<file path="config.mk">
export PLATFORM = sky130hd
export DESIGN_NAME = nvsram_host
export DESIGN_NICKNAME = d
export VERILOG_FILES = /design/src/design/nvsram_host.v /design/src/design/pin_sync3.v
export VERILOG_INCLUDE_DIRS = /design/src /design/src/design
export SDC_FILE = /design/constraint.sdc
export NUM_CORES = 1
export LEC_CHECK = 0
export BUFFER_PORTS_ARGS = -buffer_cell sky130_fd_sc_hd__buf_2
export CORE_MARGIN = 2
export CORE_UTILIZATION = 53
export CTS_CLUSTER_SIZE = 25
export DETAILED_ROUTE_END_ITERATION = 16
export PLACE_DENSITY = 0.76
export SLEW_MARGIN = 15
export SYNTH_ARGS = -nofsm -noshare
export SYNTH_HDL_FRONTEND = slang
export SYNTH_SLANG_ARGS = --single-unit
</file>
<file path="constraint.sdc">
create_clock -name clock -period 3.8 [get_ports clock]
set_input_delay 1.14 -clock clock [delete_from_list [all_inputs] [get_ports clock]]
set_output_delay 1.14 -clock clock [all_outputs]
set_load 0.1 [all_outputs]
</file>
<file path="src/design/nvsram_host_consts.vh">
// Purpose: Constants for the shadowed SRAM host controller.
// Assumes: 125 MHz clock, 8 ns period.
// Notes: Times are in ns; cycle counts derive from them.
`ifndef NVSRAM_HOST_CONSTS_VH
`define NVSRAM_HOST_CONSTS_VH
`define CLK_PERIOD_NS 8
`define STORE_PULSE_MIN_NS 120
`define RECALL_PULSE_MIN_NS 120
`define WRITE_PULSE_MIN_NS 120
`define READ_ACCESS_NS 200
`define RECALL_DURATION_NS 5000
`define STORE_DURATION_NS 10000000
`define POWERUP_RECALL_NS 5000
`define SYNC_SETTLE_CYCLES 32'h3
`define CYC_UP(ns) (((ns) + `CLK_PERIOD_NS - 1) / `CLK_PERIOD_NS)
`define OP_IDLE 3'h0
`define OP_READ 3'h1
`define OP_WRITE 3'h2
`define OP_STORE 3'h3
`define OP_RECALL 3'h4
`define DATA_W 8
`define ADDR_W 9
`endif

</file>
<file path="src/design/nvsram_host.v">
// Purpose: Host controller driving a 512 x 8 shadowed SRAM over its strobes.
// Assumes: Device is asynchronous; all timing is by cycle counts at 125 MHz.
// Notes: A request is taken only when idle; busy covers every operation.
// Function
// RULE1: Read: chip select and output drive low, write and nonvolatile select high.
// RULE2: Write: chip select and write strobe low, nonvolatile select high.
// RULE3: Nine address bits select one byte of 512.
// RULE4: Recall copies shadow array into RAM within 5 microseconds.
// RULE5: Store copies RAM into shadow array within 10 ms.
// RULE6: Device recalls automatically at power-up whatever the strobes.
// RULE7: Write strobe pulses under 20 ns are ignored by the device.
// RULE8: Combined write and nonvolatile pulses under 20 ns start no store.
// RULE9: Inhibit levels during power transitions prevent stores.
// RULE10: Output drive low blocks any store.
// RULE11: Device data pins float when chip select or output drive high.
// RULE12: Hold nonvolatile select, write and chip select low for store pulse.
// RULE13: After store start keep nonvolatile select and chip select high 10 ms.
// RULE14: During store, output drive and write strobe may go low.
// RULE15: Hold nonvolatile select, output drive, chip select low for recall pulse.
// RULE16: After recall start keep nonvolatile select and chip select high 5 us.
// RULE17: During recall, output drive and write strobe may go low.
// RULE18: Nonvolatile select gates all shadow array accesses.
// RULE19: Device ignores RAM requests while store or recall runs.
// RULE20: Never drive all four strobes low at once.
`timescale 1ns/1ns
`include "nvsram_host_consts.vh"
module nvsram_host #(
	parameter STORE_CYCLES   = `CYC_UP(`STORE_DURATION_NS),
	parameter POWERUP_CYCLES = `CYC_UP(`POWERUP_RECALL_NS)
) (
	input  wire                clock,
	input  wire                rst_n,
	input  wire                req_valid,
	input  wire [2:0]          req_op,
	input  wire [`ADDR_W-1:0]  req_addr,
	input  wire [`DATA_W-1:0]  req_wdata,
	output reg                 busy,
	output reg                 done,
	output reg  [`DATA_W-1:0]  rd_data,
	output reg                 chip_select_n,
	output reg                 output_drive_n,
	output reg                 write_strobe_n,
	output reg                 nonvolatile_select_n,
	output reg  [`ADDR_W-1:0]  word_address,
	output reg  [`DATA_W-1:0]  data_pins_out,
	output reg                 data_pins_oe_n,
	input  wire [`DATA_W-1:0]  data_pins_in
);
	localparam [31:0] STORE_C   = STORE_CYCLES;
	localparam [31:0] PWRUP_C   = POWERUP_CYCLES;
	localparam [31:0] SPULSE_C  = `CYC_UP(`STORE_PULSE_MIN_NS);
	localparam [31:0] RPULSE_C  = `CYC_UP(`RECALL_PULSE_MIN_NS);
	localparam [31:0] WPULSE_C  = `CYC_UP(`WRITE_PULSE_MIN_NS);
	localparam [31:0] RDACC_C   = `CYC_UP(`READ_ACCESS_NS);
	localparam [31:0] RECALL_C  = `CYC_UP(`RECALL_DURATION_NS);
	localparam [5:0] S_PWRUP  = 6'h01;
	localparam [5:0] S_IDLE   = 6'h02;
	localparam [5:0] S_PULSE  = 6'h04;
	localparam [5:0] S_WAIT   = 6'h08;
	localparam [5:0] S_SAMPLE = 6'h10;
	localparam [5:0] S_END    = 6'h20;

	reg  [5:0]          state_r;
	reg  [2:0]          op_r;
	reg  [31:0]         cnt_r;
	wire [`DATA_W-1:0]  data_sync;

	function op_legal;
		input [2:0] op;
		begin
			op_legal = (op == `OP_READ) || (op == `OP_WRITE) ||
				(op == `OP_STORE) || (op == `OP_RECALL);
		end
	endfunction

	pin_sync3 #(.WIDTH(`DATA_W)) u_sync (
		.clock (clock),
		.rst_n (rst_n),
		.din   (data_pins_in),
		.dout  (data_sync)
	);

	always @(posedge clock)
	begin
		if (!rst_n)
		begin
			state_r              <= S_PWRUP;
			op_r                 <= `OP_IDLE;
			cnt_r                <= 32'h0;
			busy                 <= 1'b1;
			done                 <= 1'b0;
			rd_data              <= {`DATA_W{1'b0}};
			chip_select_n        <= 1'b1;
			output_drive_n       <= 1'b1;
			write_strobe_n       <= 1'b1;
			nonvolatile_select_n <= 1'b1;
			word_address         <= {`ADDR_W{1'b0}};
			data_pins_out        <= {`DATA_W{1'b0}};
			data_pins_oe_n       <= 1'b1;
		end
		else
		begin
			done <= 1'b0;
			case (state_r)
				S_PWRUP:
				begin
					// Waits out the automatic power-up recall before use.
					if (cnt_r + 32'h1 >= PWRUP_C) // RULE6
					begin
						cnt_r   <= 32'h0;
						busy    <= 1'b0;
						state_r <= S_IDLE;
					end
					else
						cnt_r <= cnt_r + 32'h1;
				end
				S_IDLE:
				begin
					if (req_valid && op_legal(req_op))
					begin
						op_r          <= req_op;
						busy          <= 1'b1;
						cnt_r         <= 32'h0;
						word_address  <= req_addr; // RULE3
						chip_select_n <= 1'b0;
						state_r       <= S_PULSE;
						case (req_op)
							`OP_READ:
								output_drive_n <= 1'b0; // RULE1
							`OP_WRITE:
							begin
								write_strobe_n <= 1'b0; // RULE2 RULE7
								data_pins_out  <= req_wdata;
								data_pins_oe_n <= 1'b0;
							end
							`OP_STORE:
							begin
								// Output drive stays high or the store is blocked.
								nonvolatile_select_n <= 1'b0; // RULE12 RULE10 RULE18
								write_strobe_n       <= 1'b0; // RULE8 RULE20
							end
							default:
							begin
								nonvolatile_select_n <= 1'b0; // RULE15 RULE18 RULE20
								output_drive_n       <= 1'b0;
							end
						endcase
					end
				end
				S_PULSE:
				begin
					cnt_r <= cnt_r + 32'h1;
					if (op_r == `OP_READ)
					begin
						if (cnt_r + 32'h1 >= RDACC_C)
							state_r <= S_SAMPLE;
					end
					else if (cnt_r + 32'h1 >= ((op_r == `OP_WRITE) ? WPULSE_C :
						(op_r == `OP_STORE) ? SPULSE_C : RPULSE_C))
					begin
						// All strobes rise together; the array runs on alone.
						chip_select_n        <= 1'b1; // RULE13 RULE16
						nonvolatile_select_n <= 1'b1;
						write_strobe_n       <= 1'b1;
						output_drive_n       <= 1'b1;
						data_pins_oe_n       <= 1'b1;
						cnt_r                <= 32'h0;
						state_r              <= (op_r == `OP_WRITE) ? S_END : S_WAIT;
					end
				end
				S_SAMPLE:
				begin
					// Three more cycles let the synchroniser settle on the byte.
					cnt_r <= cnt_r + 32'h1;
					if (cnt_r + 32'h1 >= RDACC_C + `SYNC_SETTLE_CYCLES) // RULE1 RULE11
					begin
						rd_data        <= data_sync;
						chip_select_n  <= 1'b1;
						output_drive_n <= 1'b1;
						state_r        <= S_END;
					end
				end
				S_WAIT:
				begin
					// No access is issued until the store or recall has run out.
					if (cnt_r + 32'h1 >= ((op_r == `OP_STORE) ? STORE_C : RECALL_C)) // RULE4 RULE5 RULE19
						state_r <= S_END;
					else
						// Output drive and write strobe stay high, though they may go low.
						cnt_r <= cnt_r + 32'h1; // RULE14 RULE17
				end
				S_END:
				begin
					busy    <= 1'b0;
					done    <= 1'b1;
					op_r    <= `OP_IDLE;
					cnt_r   <= 32'h0;
					state_r <= S_IDLE;
				end
				default:
					state_r <= S_IDLE;
			endcase
		end
	end
endmodule // nvsram_host

</file>
<file path="src/design/pin_sync3.v">
// Purpose: Three-flop synchroniser with agreement filter.
// Assumes: Input is asynchronous to clock.
// Notes: Output changes once the second and third flops agree.
`timescale 1ns/1ns
module pin_sync3 #(
	parameter WIDTH = 8
) (
	input  wire             clock,
	input  wire             rst_n,
	input  wire [WIDTH-1:0] din,
	output reg  [WIDTH-1:0] dout
);
	reg [WIDTH-1:0] s1_r;
	reg [WIDTH-1:0] s2_r;
	reg [WIDTH-1:0] s3_r;
	wire [WIDTH-1:0] agree;
	genvar i;
	always @(posedge clock)
	begin
		if (!rst_n)
		begin
			s1_r <= {WIDTH{1'b0}};
			s2_r <= {WIDTH{1'b0}};
			s3_r <= {WIDTH{1'b0}};
		end
		else
		begin
			s1_r <= din;
			s2_r <= s1_r;
			s3_r <= s2_r;
		end
	end
	generate
		for (i = 0; i < WIDTH; i = i + 1)
		begin : g_agree
			assign agree[i] = (s2_r[i] == s3_r[i]);
		end
	endgenerate
	// Each bit follows the third flop only where the last two flops agree.
	always @(posedge clock)
	begin
		if (!rst_n)
			dout <= {WIDTH{1'b0}};
		else
			dout <= (s3_r & agree) | (dout & ~agree);
	end
endmodule // pin_sync3

</file>
# Word-level counts from Yosys, hierarchy flattened
# Cells that the tools add are included.
# totals
register_bits	105
latchBits	0
mem_bits_rw	0
rom_bits	0
inputBits	31
word_cells	123
memories	0
# op_classes
n_addsub	1
mul	0
n_div	0
n_lt_le_gt_ge	5
n_eq_ne	34
shift	0
n_mux	39
bitwise	4
n_reduce_logical	23
# ops
cell	n
one-hot mux 32 bit (6 select lines)	1
2-to-1 mux 32 bit	5
>= comparator 32 x 5 -> 1 bit (second input constant)	2
2-to-1 mux 6 bit	8
adder 32 x 1 -> 32 bit (second input constant)	1
>= comparator 32 x 10 -> 1 bit (second input constant)	1
>= comparator 32 x 21 -> 1 bit	1
>= comparator 32 x 4 -> 1 bit (second input constant)	1
one-hot mux 6 bit (5 select lines)	1
inequality test 2 bit (second input constant)	11
2-to-1 mux 21 bit	1
AND reduction 5 bit	4
bitwise AND 8 bit	2
2-to-1 mux 1 bit	15
== test 3 x 2 -> 1 bit (second input constant)	4
AND reduction 6 bit	2
one-hot mux 1 bit (3 select lines)	3
AND reduction 3 bit	3
== test 1 bit	8
NOT 8 bit	1
OR 8 bit	1
== test 3 x 1 -> 1 bit (second input constant)	2
== test 6 x 1 -> 1 bit (second input constant)	1
== test 6 x 2 -> 1 bit (second input constant)	1
other kinds (16)	26

# Depth between registers and ports, before layout
# Gate-level depths: netlist of run 1.
# depth
ltp_word	7
ltp_mapped	17

# Modules after synthesis
# From an unflattened synthesis of run 1, not the netlist that was laid out.
# unflattened
cells_unflattened	661
hier_area_um2	5447.7
# by_module_without_submodules
module	instances	cells_per_inst	area_per_inst_um2	seq_area_each_um2
nvsram_host	1	578	4486.8	1461.4
pin_sync3	1	83	960.9	640.6

# Worst setup path before layout of run 1
# No wires, ideal clock.
# synth_timing
path_type	flip-flop to flip-flop
from	register cnt_r[6]
to	register cnt_r[12]
setup_ns	0.070
arrival_ns	3.684
path_slack_ns	0.046
stages_incl_launch_ff	16
n_path_buf	3
cell_sequence	dfxtp_1 > buf_2 > nand3_2 > buf_2 > or4_4 > or3_1 > and2_1 > inv_1 > ha_1 > a2111o_1 > a31oi_1 > a32o_1 > a21boi_4 > buf_6 > or4b_1 > a21oi_1
# synth_via
elab_chain_cells	5
word_cells_on_any_way	11
classes_between	1 x add/sub; 3 x order compare; 1 x eq/ne; 5 x mux; 1 x reduce/logical
# synth_rtl
element	line_no	source
start: declaration	nvsram_host.v:65	reg [31:0] cnt_r;
start signal: assignment	nvsram_host.v:115	cnt_r <= cnt_r + 32'h1;
start signal: assignment	nvsram_host.v:152	cnt_r <= cnt_r + 32'h1;
start signal: assignment	nvsram_host.v:174	cnt_r <= cnt_r + 32'h1;
adder 32 x 1 -> 32 bit (*)	n/a	
>= comparator 32 x 4 -> 1 bit	nvsram_host.v:158	else if (cnt_r + 32'h1 >= ((op_r == `OP_WRITE) ? WPULSE_C :
2-to-1 mux 32 bit	nvsram_host.v:158	
2-to-1 mux 32 bit	nvsram_host.v:153	if (op_r == `OP_READ)
one-hot mux 32 bit (6 select lines)	nvsram_host.v:104	case (state_r)
# Every way passes the cells marked *; elsewhere a longest branch is shown, timed or not. The select of a mux whose other input is x is not followed.
# A chain may end at the register's enable or synchronous reset.

# Worst setup path after layout of run 1
# layout_timing
from	register cnt_r[7]
to	register cnt_r[20]
# Same word-level chain as after synthesis.

==> results_dict.tcl, run 1 <==
set metrics [dict create \
    synth.area.mux_share 0.02108 \
    synth_compound_area_frac 0.1910 \
    vias 5551 \
    postCtsHoldBufs 0 \
    fmax_ghz 0.2717 \
    worstPathMaxFanout 15 \
    hold_path_depth 1 \
    p_switching_uw 721.9 \
    fin_setup_tns_ps 0 \
    slew_violations 0 \
    ys_ff_latch 105 \
    fp-row-count 38 \
    first_iter_violations 406 \
    reg2reg_depth 13 \
    p_int_mw 1.524 \
    relSlewSlack 0.2392 \
    synth_top_cell_by_area "dfxtp_1" \
    synth_top_family_by_area "simple AND/OR/NAND/NOR gates" \
    synth_common_cells "105 x dfxtp_1, 73 x nand2_1, 42 x a21oi_1, 35 x nand3_1, 35 x o21ai_0" \
    wl_per_cell_um 16.59 \
    cts_buffers 9 \
    io_pins 63 \
    dp_hpwl_um 10610 \
    cts.reportedPaths.clkPinSlew_ps 120 \
    cp-start-kind "register" \
    r2r_end "cnt_r[20]$_SDFFE_PN0P_" \
    pwr-share-seq 0.513 \
    status "complete, no violations" \
    rsz0062_at_grt "yes" \
    die_x_um 108.2 \
    synth_nets 733 \
    grt_usage 0.2644 \
    core_um2 10700 \
    cts.root.buffer_cell "clkbuf_8" \
    finClkSkew_ps 16.61 \
    routed_wirelength_um 14900 \
    grt_pass1_vias 5220 \
    synthFlopType "dfxtp_1" \
    avgSynthCellArea_um2 8.331 \
    antenna_found_initial 0 \
    synth_top_cell_area_share 0.3651 \
    rr_startpoint "cnt_r[7]$_SDFFE_PN0P_" \
    route.detailed.drc 0 \
    area_growth_pct 14.30 \
    ys_seq_area_frac 0.3651 \
    cts_tree "done" \
    grt_pass1_wl_um 24890 \
    power_density_nw_per_um2 341.3 \
    clockBufferDepth 2 \
    required_ps 4120 \
    yosysMostFrequentCell "dfxtp_1" \
    initial_core_util 0.5381 \
    timing.final.crit_share 0.9686 \
    vias_per_cell 6.182 \
    fin_crit_ps 3681 \
    crit_type "reg -> reg" \
    grt_max_degree 71 \
    syn-instance-count 691 \
    synth.cell_area_um2 5757 \
    cts_sinks 105 \
    power_mw 2.246 \
    synth_edf_count 0 \
    hp-class "reg -> reg" \
    cts-htree-levels 3 \
    switching_share 0.3214 \
    clkPwrFrac 0.325 \
    ys_types 66 \
    holdWs_ps 442.2 \
    drive_above_1_share 0.2058 \
    tightest_slew_ps 1141 \
    reg2reg_slack_ps 120 \
    pwr-share-comb 0.162 \
    clock_latency_ps 390 \
    place_congestion 0.9410 \
    first_pass_iters 5 \
    die_y_um 108.2 \
    antenna_left 0 \
    synthXorXnorAreaFrac 0.03804 \
    die_area_um2 11710 \
    final-setup-viol-count 0 \
    power_leakage_nw 2.445 \
    yosys_warnings 0 \
    overflow 0 \
    synthArstFlopShare 0 \
    synth-simple-area-share 0.3058 \
    synthTopCellsByArea "dfxtp_1 37%, nand2_1 4.8%, a21oi_1 3.7%, and2_1 3.3%, nand3_1 3.0%" \
    synth_fa_ha_area_frac 0.02391 \
    diodes 0 \
    hold_path_end "u_sync.s2_r[0]$_SDFF_PN0_" \
    arrival_ps 4000 \
    hold_start "u_sync.s1_r[0]$_SDFF_PN0_" \
    maxCapViolations 0 \
    nets 795 \
    vdd_drop_max_mv 0.2409 \
    portBuffers 62 \
    hold_viol 0 \
    crit_path_end_kind "register" \
]
## cells in the final DEF (no fill, tap or decap), types with 5 or more instances in the layout
cell and instances:
o21ai_0 35, mux2i_1 11, nor3b_1 5, a21oi_1 39, nor2_1 31, o31ai_1 5
a211oi_1 13, xnor2_1 17, a211o_1 11, nand2_1 73, and2_1 30, nand3b_1 8
clkbuf_8 9, buf_4 42, nand2b_1 5, ha_1 11, o2bb2ai_1 12, xor2_1 8
nand4_1 15, nor4_1 8, dfxtp_2 7, or3_1 8, a32o_1 11, nor3_1 30
a31oi_1 6, nand3_1 35, or4b_1 9, buf_2 62, inv_1 15, dfxtp_1 98
and3_1 13
## how the worst max path moves through the flow
| stage | startpoint | slack [ps] | depth (start not counted) | to |
|---|---|---|---|---|
| 2_1_floorplan | cnt_r[6]$_SDFFE_PN0P_ | 50 | 15 | cnt_r[12]$_SDFFE_PN0P_ |
| 3_3_place_gp | cnt_r[14]$_SDFFE_PN0P_ | 230 | 13 | cnt_r[23]$_SDFFE_PN0P_ |
| 4_1_cts | cnt_r[2]$_SDFFE_PN0P_ | 90 | 16 | cnt_r[25]$_SDFFE_PN0P_ |
| 6_report | cnt_r[7]$_SDFFE_PN0P_ | 120 | 13 | cnt_r[20]$_SDFFE_PN0P_ |
| 5_1_grt | cnt_r[7]$_SDFFE_PN0P_ | -30 | 13 | cnt_r[23]$_SDFFE_PN0P_ |
| 3_5_place_dp | cnt_r[6]$_SDFFE_PN0P_ | 130 | 13 | cnt_r[20]$_SDFFE_PN0P_ |
## state kept, by name (all words and copies together), names as in the netlist, 3 cells and up, named ones only
register and cells:
data_pins_out 8, u_sync.s3_r 8, rd_data 8, u_sync.s1_r 8, op_r 3, word_address 9
cnt_r 32, state_r 6, u_sync.s2_r 8
## critical path: stages, from the launching register on
cell,delay (ps)
dfxtp_2,350
nand4_1,130
or4_4,590
or3_4,350
and2_1,170
inv_1,50
ha_1,230
a2111o_1,410
a31oi_1,150
a32o_2,240
a21boi_4,80
buf_4,190
or4b_1,510
a21oi_1,160
## power groups by stage
stage / Combinational (mW) / Clock (mW) / Sequential [mW]
detailed placement: 0.352 / 0 / 1.18
global route: 0.395 / 0.796 / 1.16
global placement: 0.340 / 0 / 1.17
finish: 0.363 / 0.731 / 1.15
CTS: 0.357 / 0.746 / 1.15
floorplan: 0.204 / 0 / 1.21
## what timing repair did
item / 4_1_cts / 5_1_grt
buffers inserted: 0 / 2
setup endpoints to repair: 0 / 29
resized for setup: 0 / 15
## logic make-up (layout without fill, tap and decap cells)
| kind of cell | Yosys count | count (layout) |
|---|---|---|
| AO/OA/AOI/OAI | 160 | 160 |
| XOR/XNOR | 25 | 25 |
| adder cells (fa/ha/maj) | 11 | 11 |
| buffers and inverters | 70 | 137 |
| flip-flops | 105 | 105 |
| multiplexers | 12 | 12 |
| AND/OR/NAND/NOR | 308 | 308 |
## area by class of cell
type                            count  area, um2
Clock buffer                        9      123.9
Clock inverter                      7      86.33
Fill cell                         931       4118
Inverter                           16      60.06
Multi-Input combinational cell    516       3378
Sequential cell                   105       2111
Tap cell                          140      175.2
Timing Repair Buffer              105      645.6
## routing by layer
metal	wire length (um)	share of wire	track usage	vias up
li1	-	-	-	2657
met1	6405	0.43	0.3558	2661
met2	7202	0.48	0.4317	205
met3	1024	0.069	0.04099	28
met4	269	0.018	0.09341	0
met5	0	0	0	-
## metrics by stage
| stage | instances | setup slack [ps] | util | instance area, um2 |
|---|---|---|---|---|
| 3_5_place_dp | 880 | 133.8 | 0.5898 | 6310 |
| 6_report | 898 | 119.2 | 0.6151 | 6580 |
| 3_3_place_gp | 880 | 225.6 | 0.5898 | 6310 |
| 2_1_floorplan | 691 | 45.67 | - | 5757 |
| 5_1_grt | 898 | -33.16 | 0.6151 | 6580 |
| 4_1_cts | 896 | 94.06 | 0.6095 | 6520 |
Note: power is estimated with default switching activity, not from simulation.
==> run 2, diff against run 1 <==
==> constraint.sdc (replaced) <==
create_clock -name clock -period 3.1 [get_ports clock]
set_input_delay 0.93 -clock clock [delete_from_list [all_inputs] [get_ports clock]]
set_output_delay 0.93 -clock clock [all_outputs]
set_load 0.1 [all_outputs]
==> run 2 against run 1 <==
The flow now finishes with violations (setup timing). Die area unchanged. Via count increased by 9.0%. Sequential share of layout area is 4.0 points lower. Design area is 15% higher. Combinational power increased by 51%. Core utilization is 9.2 points higher. Clock skew grew 0.64 ps. Clock-buffer cell count rose by 1. Wire length grew 18%.
==> results_dict.tcl, run 2 (synthesis gave the netlist of run 1 again) <==
set metrics [dict create \
    status "complete, but fails checks" \
    violations "setup timing" \
    top_register "cnt_r" \
    postCtsHoldBufs 0 \
    arrival_ps 3960 \
    cts_tree "done" \
    worstPathMaxFanout 16 \
    timing.final.crit_share 1.170 \
    layout.cells.non_filler 984 \
    overflow 0 \
    reg_top3 "cnt_r: 32 flops, word_address: 9 flops" \
    critPathSlowestCell "or4_4" \
    die_x_um 108.2 \
    place_congestion 0.9677 \
    fp-row-count 38 \
    layout_commonest_cell "buf_4" \
    cts.reportedPaths.clkPinSlew_ps 120 \
    switching_share 0.3186 \
    required_ps 3440 \
    final_util 0.7074 \
    vdd_drop_max_mv 0.4334 \
    cts_buffers 9 \
    nets 881 \
    io_pins 63 \
    power_leakage_nw 2.985 \
    fin_crit_ps 3627 \
    final-setup-viol-count 34 \
    rsz0062_at_grt "yes" \
    cp-start-kind "register" \
    crit_type "reg -> reg" \
    relSlewSlack 0.4970 \
    grt_pass1_wl_um 27240 \
    tightest_slew_ps 747.6 \
    slew_violations 0 \
    drive_above_1_share 0.3318 \
    layout_common_cells "113 x buf_4, 92 x dfxtp_1, 73 x nand2_1, 62 x buf_2, 40 x a21oi_1" \
    setup_ws_ps -527.2 \
    clkPwrFrac 0.308 \
    hold_path_depth 1 \
    path_cells "nand4_1 -> or4_4 -> or3_4 -> and2_4 -> inv_2 -> ha_4 -> a2111o_1 -> a31oi_1 -> a32o_2 -> a21boi_4 -> buf_12 -> nor3b_4 -> buf_4 -> buf_6 -> a32o_1" \
    antenna_left 0 \
    initial_core_util 0.5381 \
    pwr-share-seq 0.500 \
    fmax_ghz 0.2757 \
    dp_hpwl_um 11820 \
    vias_per_cell 6.150 \
    p_int_mw 1.942 \
    area_growth_pct 31.45 \
    maxCapViolations 0 \
    cp_top_family "simple AND/OR/NAND/NOR gates" \
    cts_sinks 105 \
    wl_per_cell_um 17.83 \
    routed_wirelength_um 17540 \
    clockBufferDepth 2 \
    holdWs_ps 444.3 \
    pwr-share-comb 0.192 \
    finClkSkew_ps 17.24 \
    crit_path_end_kind "register" \
    crit_cells 15 \
    power_density_nw_per_um2 376.7 \
    portBuffers 62 \
    vias 6052 \
    reg2reg_depth 15 \
    grt_pass1_vias 5817 \
    die_y_um 108.2 \
    cpPeakStageDelay_ps 570 \
    p_switching_uw 908.2 \
    dp_cells 951 \
    first_iter_violations 569 \
    core_um2 10700 \
    antenna_found_initial 0 \
    hp-class "reg -> reg" \
    diodes 0 \
    path_buf_inv 4 \
    cts.root.buffer_cell "clkbuf_8" \
    cts-htree-levels 3 \
    hold_viol 0 \
    clock_latency_ps 400 \
    first_pass_iters 5 \
    largest_reg_flops 32 \
    grt_usage 0.2929 \
    route.detailed.drc 0 \
    die_area_um2 11710 \
    grt_max_degree 71 \
]
## run 2: changes by cell type in the layout (fill, tap and decap cells not counted), moves of 6 or more
cell,previous run,this run
a211oi_2,1,7
buf_4,42,113
a211oi_1,13,6
buf_6,0,10
dfxtp_1,98,92
## run 2: worst register-to-register path, cell delays in order, from the launching register on
cell and delay (ps):
dfxtp_2 350, nand4_1 150, or4_4 570, or3_4 350
and2_4 180, inv_2 60, ha_4 190, a2111o_1 360
a31oi_1 180, a32o_2 240, a21boi_4 80, buf_12 150
nor3b_4 260, buf_4 170, buf_6 130, a32o_1 140
## run 2: final cells by class
cell class                      count  area [um2]
Clock buffer                       10       137.6
Clock inverter                      6       68.82
Fill cell                         799        3131
Inverter                           16       60.06
Multi-Input combinational cell    516        3601
Sequential cell                   105        2128
Tap cell                          140       175.2
Timing Repair Buffer              191        1396
## run 2: layer usage
| metal | global-route usage | up-vias | part of all wire | routed length [um] |
|---|---|---|---|---|
| li1 | - | 2825 | - | - |
| met1 | 0.3507 | 2854 | 0.40 | 6980 |
| met2 | 0.5013 | 310 | 0.49 | 8590 |
| met3 | 0.06088 | 63 | 0.080 | 1409 |
| met4 | 0.1383 | 0 | 0.032 | 563 |
| met5 | 0 | - | 0 | 0 |
## run 2: per-stage QoR
stage | power, mW | TNS [ps] | worst slack [ps] | area, um2
after global routing | 2.959 | -17650 | -607.9 | 7567
after CTS | 2.839 | -10750 | -408.8 | 7336
final | 2.850 | -14470 | -527.2 | 7567
after global placement | 1.911 | -11290 | -414.4 | 6948
after detailed placement | 1.928 | -14150 | -502.6 | 6948
after floorplan | 1.748 | -10230 | -421.5 | 5856
## run 2: path summary, 6_finish.rpt
kind                          endpoint  slack, ps                 startpoint
max             cnt_r[26]$_SDFFE_PN0P_       -530     cnt_r[14]$_SDFFE_PN0P_
min          u_sync.s2_r[4]$_SDFF_PN0_        440  u_sync.s1_r[4]$_SDFF_PN0_
max reg2reg     cnt_r[26]$_SDFFE_PN0P_       -530     cnt_r[14]$_SDFFE_PN0P_
min reg2reg  u_sync.s2_r[4]$_SDFF_PN0_        440  u_sync.s1_r[4]$_SDFF_PN0_
## run 2: repair_timing
| item | 4_1_cts | 5_1_grt |
|---|---|---|
| cloned | 1 | 1 |
| resized for setup | 30 | 36 |
| pin swaps | 14 | 19 |
| buffers inserted | 7 | 10 |
| endpoints found under the setup margin | 44 | 50 |
## run 2: power groups by stage
stage	clock, mW	sequential [mW]	combinational, mW
floorplan	0	1.48	0.265
global placement	0	1.45	0.466
detailed placement	0	1.45	0.479
CTS	0.899	1.42	0.522
global route	0.942	1.43	0.586
finish	0.879	1.42	0.547
==> run 3, diff against run 2 <==
--- a/config.mk
+++ b/config.mk
@@ -6,12 +6,14 @@
 export SDC_FILE = /design/constraint.sdc
 export NUM_CORES = 1
 export LEC_CHECK = 0
+export ABC_AREA = 1
 export BUFFER_PORTS_ARGS = -buffer_cell sky130_fd_sc_hd__buf_2
+export CORE_ASPECT_RATIO = 1.75
 export CORE_MARGIN = 2
-export CORE_UTILIZATION = 53
+export CORE_UTILIZATION = 54
 export CTS_CLUSTER_SIZE = 25
 export DETAILED_ROUTE_END_ITERATION = 16
-export PLACE_DENSITY = 0.76
+export PLACE_DENSITY = 0.77
 export SLEW_MARGIN = 15
 export SYNTH_ARGS = -nofsm -noshare
 export SYNTH_HDL_FRONTEND = slang
==> constraint.sdc (replaced) <==
create_clock -name clock -period 3.1 [get_ports clock]
set_input_delay 0.155 -clock clock [delete_from_list [all_inputs] [get_ports clock]]
set_output_delay 0.155 -clock clock [all_outputs]
set_load 0.1 [all_outputs]
==> run 3 against run 2 <==
The flow now finishes without violations. Sequential power increased by 25%. Synthesized cell count rose by 45%. Sequential cell count stayed put. Critical path depth is 3 higher. Clock power grew 33%. Critical path type unchanged. Largest cell class unchanged.
==> results_dict.tcl, run 3 <==
set metrics [dict create \
    status "complete, no violations" \
    place_congestion 1.034 \
    maxCapViolations 0 \
    avgSynthCellArea_um2 6.094 \
    r2r_end "cnt_r[22]$_SDFFE_PN0P_" \
    area_growth_pct 15.95 \
    die_area_um2 12220 \
    power_mw 5.047 \
    grt_pass1_vias 6359 \
    initial_core_util 0.5505 \
    first_pass_iters 5 \
    arrival_ps 3100 \
    yosys_warnings 0 \
    fmax_ghz 0.3503 \
    io_pins 63 \
    dp_cells 1200 \
    antenna_found_initial 0 \
    worstPathMaxFanout 19 \
    synthArstFlopShare 0 \
    layout_commonest_cell "nand2_1" \
    reg2reg_slack_ps 250 \
    drive_above_1_share 0.1299 \
    ys_seq_area_frac 0.3439 \
    clockBufferDepth 2 \
    largest_reg_flops 32 \
    cts.reportedPaths.clkPinSlew_ps 80 \
    synthFlopType "dfxtp_1" \
    vias 6634 \
    cp_common_cell "nand2_1" \
    reg2reg_depth 18 \
    crit_path_end_kind "register" \
    first_iter_violations 471 \
    routed_wirelength_um 17940 \
    critPathSlowestCell "dfxtp_1" \
    layout_common_cells "268 x nand2_1, 203 x nor2_1, 130 x inv_1, 103 x dfxtp_1, 66 x o21ai_0" \
    hp-class "in -> reg" \
    timing.final.crit_share 0.9209 \
    ys_types 31 \
    cts-htree-levels 3 \
    clock_latency_ps 350 \
    fp-row-count 51 \
    nets 1130 \
    reg_top3 "cnt_r: 32 flops, word_address: 9 flops" \
    synth_common_cells "268 x nand2_1, 206 x nor2_1, 130 x inv_1, 105 x dfxtp_1, 66 x o21ai_0" \
    fin_setup_tns_ps 0 \
    synth_top_cell_area_share 0.3439 \
    portBuffers 62 \
    overflow 0 \
    rr_startpoint "cnt_r[1]$_SDFFE_PN0P_" \
    synth.cell_area_um2 6112 \
    die_x_um 84.42 \
    hold_viol 0 \
    power_leakage_nw 3.519 \
    synth_edf_count 0 \
    cp-start-kind "register" \
    fin_crit_ps 2855 \
    core_um2 11100 \
    syn-instance-count 1003 \
    final-setup-viol-count 0 \
    tightest_slew_ps 696.7 \
    layout.cells.non_filler 1225 \
    vdd_drop_max_mv 0.4849 \
    cp-startpoint "cnt_r[1]$_SDFFE_PN0P_" \
    route.detailed.drc 0 \
    wl_per_cell_um 14.64 \
    vias_per_cell 5.416 \
    cts.root.buffer_cell "clkbuf_16" \
    cts_sinks 105 \
    path_cells "buf_4 -> nand2_2 -> nor2_4 -> nand3_1 -> o21ai_0 -> nand2_1 -> ha_1 -> a21oi_1 -> nand2_1 -> nand2_1 -> nand2_1 -> nor2_1 -> nand2_1 -> nand2_1 -> nand2_4 -> buf_6 -> a21oi_1 -> nor2_1" \
    antenna_left 0 \
    power_density_nw_per_um2 712.2 \
    n_fill_cell 1066 \
    grt_max_degree 59 \
    setup.worst_path.end "cnt_r[22]$_SDFFE_PN0P_" \
    ys_ff_latch 105 \
    cts_tree "done" \
    cts_buffers 9 \
    slew_violations 0 \
    synth_nets 1045 \
    rsz0062_at_grt "yes" \
    grt_usage 0.2934 \
    synthTopCellsByArea "dfxtp_1 34%, nand2_1 16%, nor2_1 13%, inv_1 8.0%, o21ai_0 5.4%" \
    relSlewSlack 0.5356 \
    yosysMostFrequentCell "nand2_1" \
    dp_hpwl_um 13290 \
    cpPeakStageDelay_ps 360 \
    top_register "cnt_r" \
    die_y_um 144.7 \
    diodes 0 \
    synth_top_cell_by_area "dfxtp_1" \
    crit_type "reg -> reg" \
    required_ps 3340 \
    finClkSkew_ps 10.05 \
    grt_pass1_wl_um 28550 \
]
[run 3: critical path, delay by kind of cell, from the launching register on]
kind,cells,cell delay [ps]
AO/OA/AOI/OAI,3,530
AND/OR/NAND/NOR,12,1190
buffers and inverters,2,330
flip-flops,1,360
adder cells (fa/ha/maj),1,340
[run 3: cell type report]
cell class,instances,area (um2),share of cell area
Multi-Input combinational cell,740,3371,0.4756
Sequential cell,105,2105,0.2970
Timing Repair Buffer,97,634.4,0.08951
Inverter,135,506.7,0.07150
Clock buffer,9,225.2,0.03178
Tap cell,132,165.2,0.02331
Clock inverter,7,80.08,0.01130
[run 3: how the worst min path moves through the flow]
stage	start	endpoint	cells past startpoint
2_1_floorplan	data_pins_in[0]	u_sync.s1_r[0]$_SDFF_PN0_	2
3_3_place_gp	data_pins_in[4]	u_sync.s1_r[4]$_SDFF_PN0_	3
3_5_place_dp	data_pins_in[0]	u_sync.s1_r[0]$_SDFF_PN0_	3
4_1_cts	req_addr[2]	word_address[2]$_SDFFE_PN0P_	3
5_1_grt	req_addr[8]	word_address[8]$_SDFFE_PN0P_	3
6_report	req_wdata[3]	data_pins_out[3]$_SDFFE_PN0P_	3
[run 3: logic make-up (layout without fill, tap and decap cells)]
logic type,count (synthesis),count (layout),synth area share
simple gates,595,595,0.4113
buf+inv,158,248,0.1067
fa+ha+maj,11,11,0.02252
flops,105,105,0.3439
xor+xnor,4,4,0.005733
compound gates,130,130,0.1099
[run 3: report_power, final]
part	internal [mW]	switching (mW)
combinational	0.621	1.48
clock	0.578	0.587
sequential	1.55	0.236
total	2.74	2.30
[run 3: routing by layer]
metal,GRT usage,part of all wire,vias up
met5,0,0,-
met3,0.04141,0.044,99
met4,0.2247,0.081,0
met2,0.5464,0.51,260
met1,0.2894,0.36,2957
li1,-,-,3318
[run 3: what timing repair did]
action / in CTS / in global routing
endpoints found under the hold margin: 8 / 0
endpoints found under the setup margin: 0 / 35
buffers inserted: 0 / 1
gates resized for setup: 0 / 7
hold buffers: 8 / 0
[run 3: through the flow]
stage	area, um2	hold slack, ps	setup slack [ps]	utilization
2_1_floorplan	6112	252.6	480.9	-
3_3_place_gp	6663	334.4	230.2	0.6001
3_5_place_dp	6663	343.1	183.2	0.6001
4_1_cts	7048	25.96	148.5	0.6348
5_1_grt	7087	33.85	-36.47	0.6383
6_report	7087	27.21	245.1	0.6383
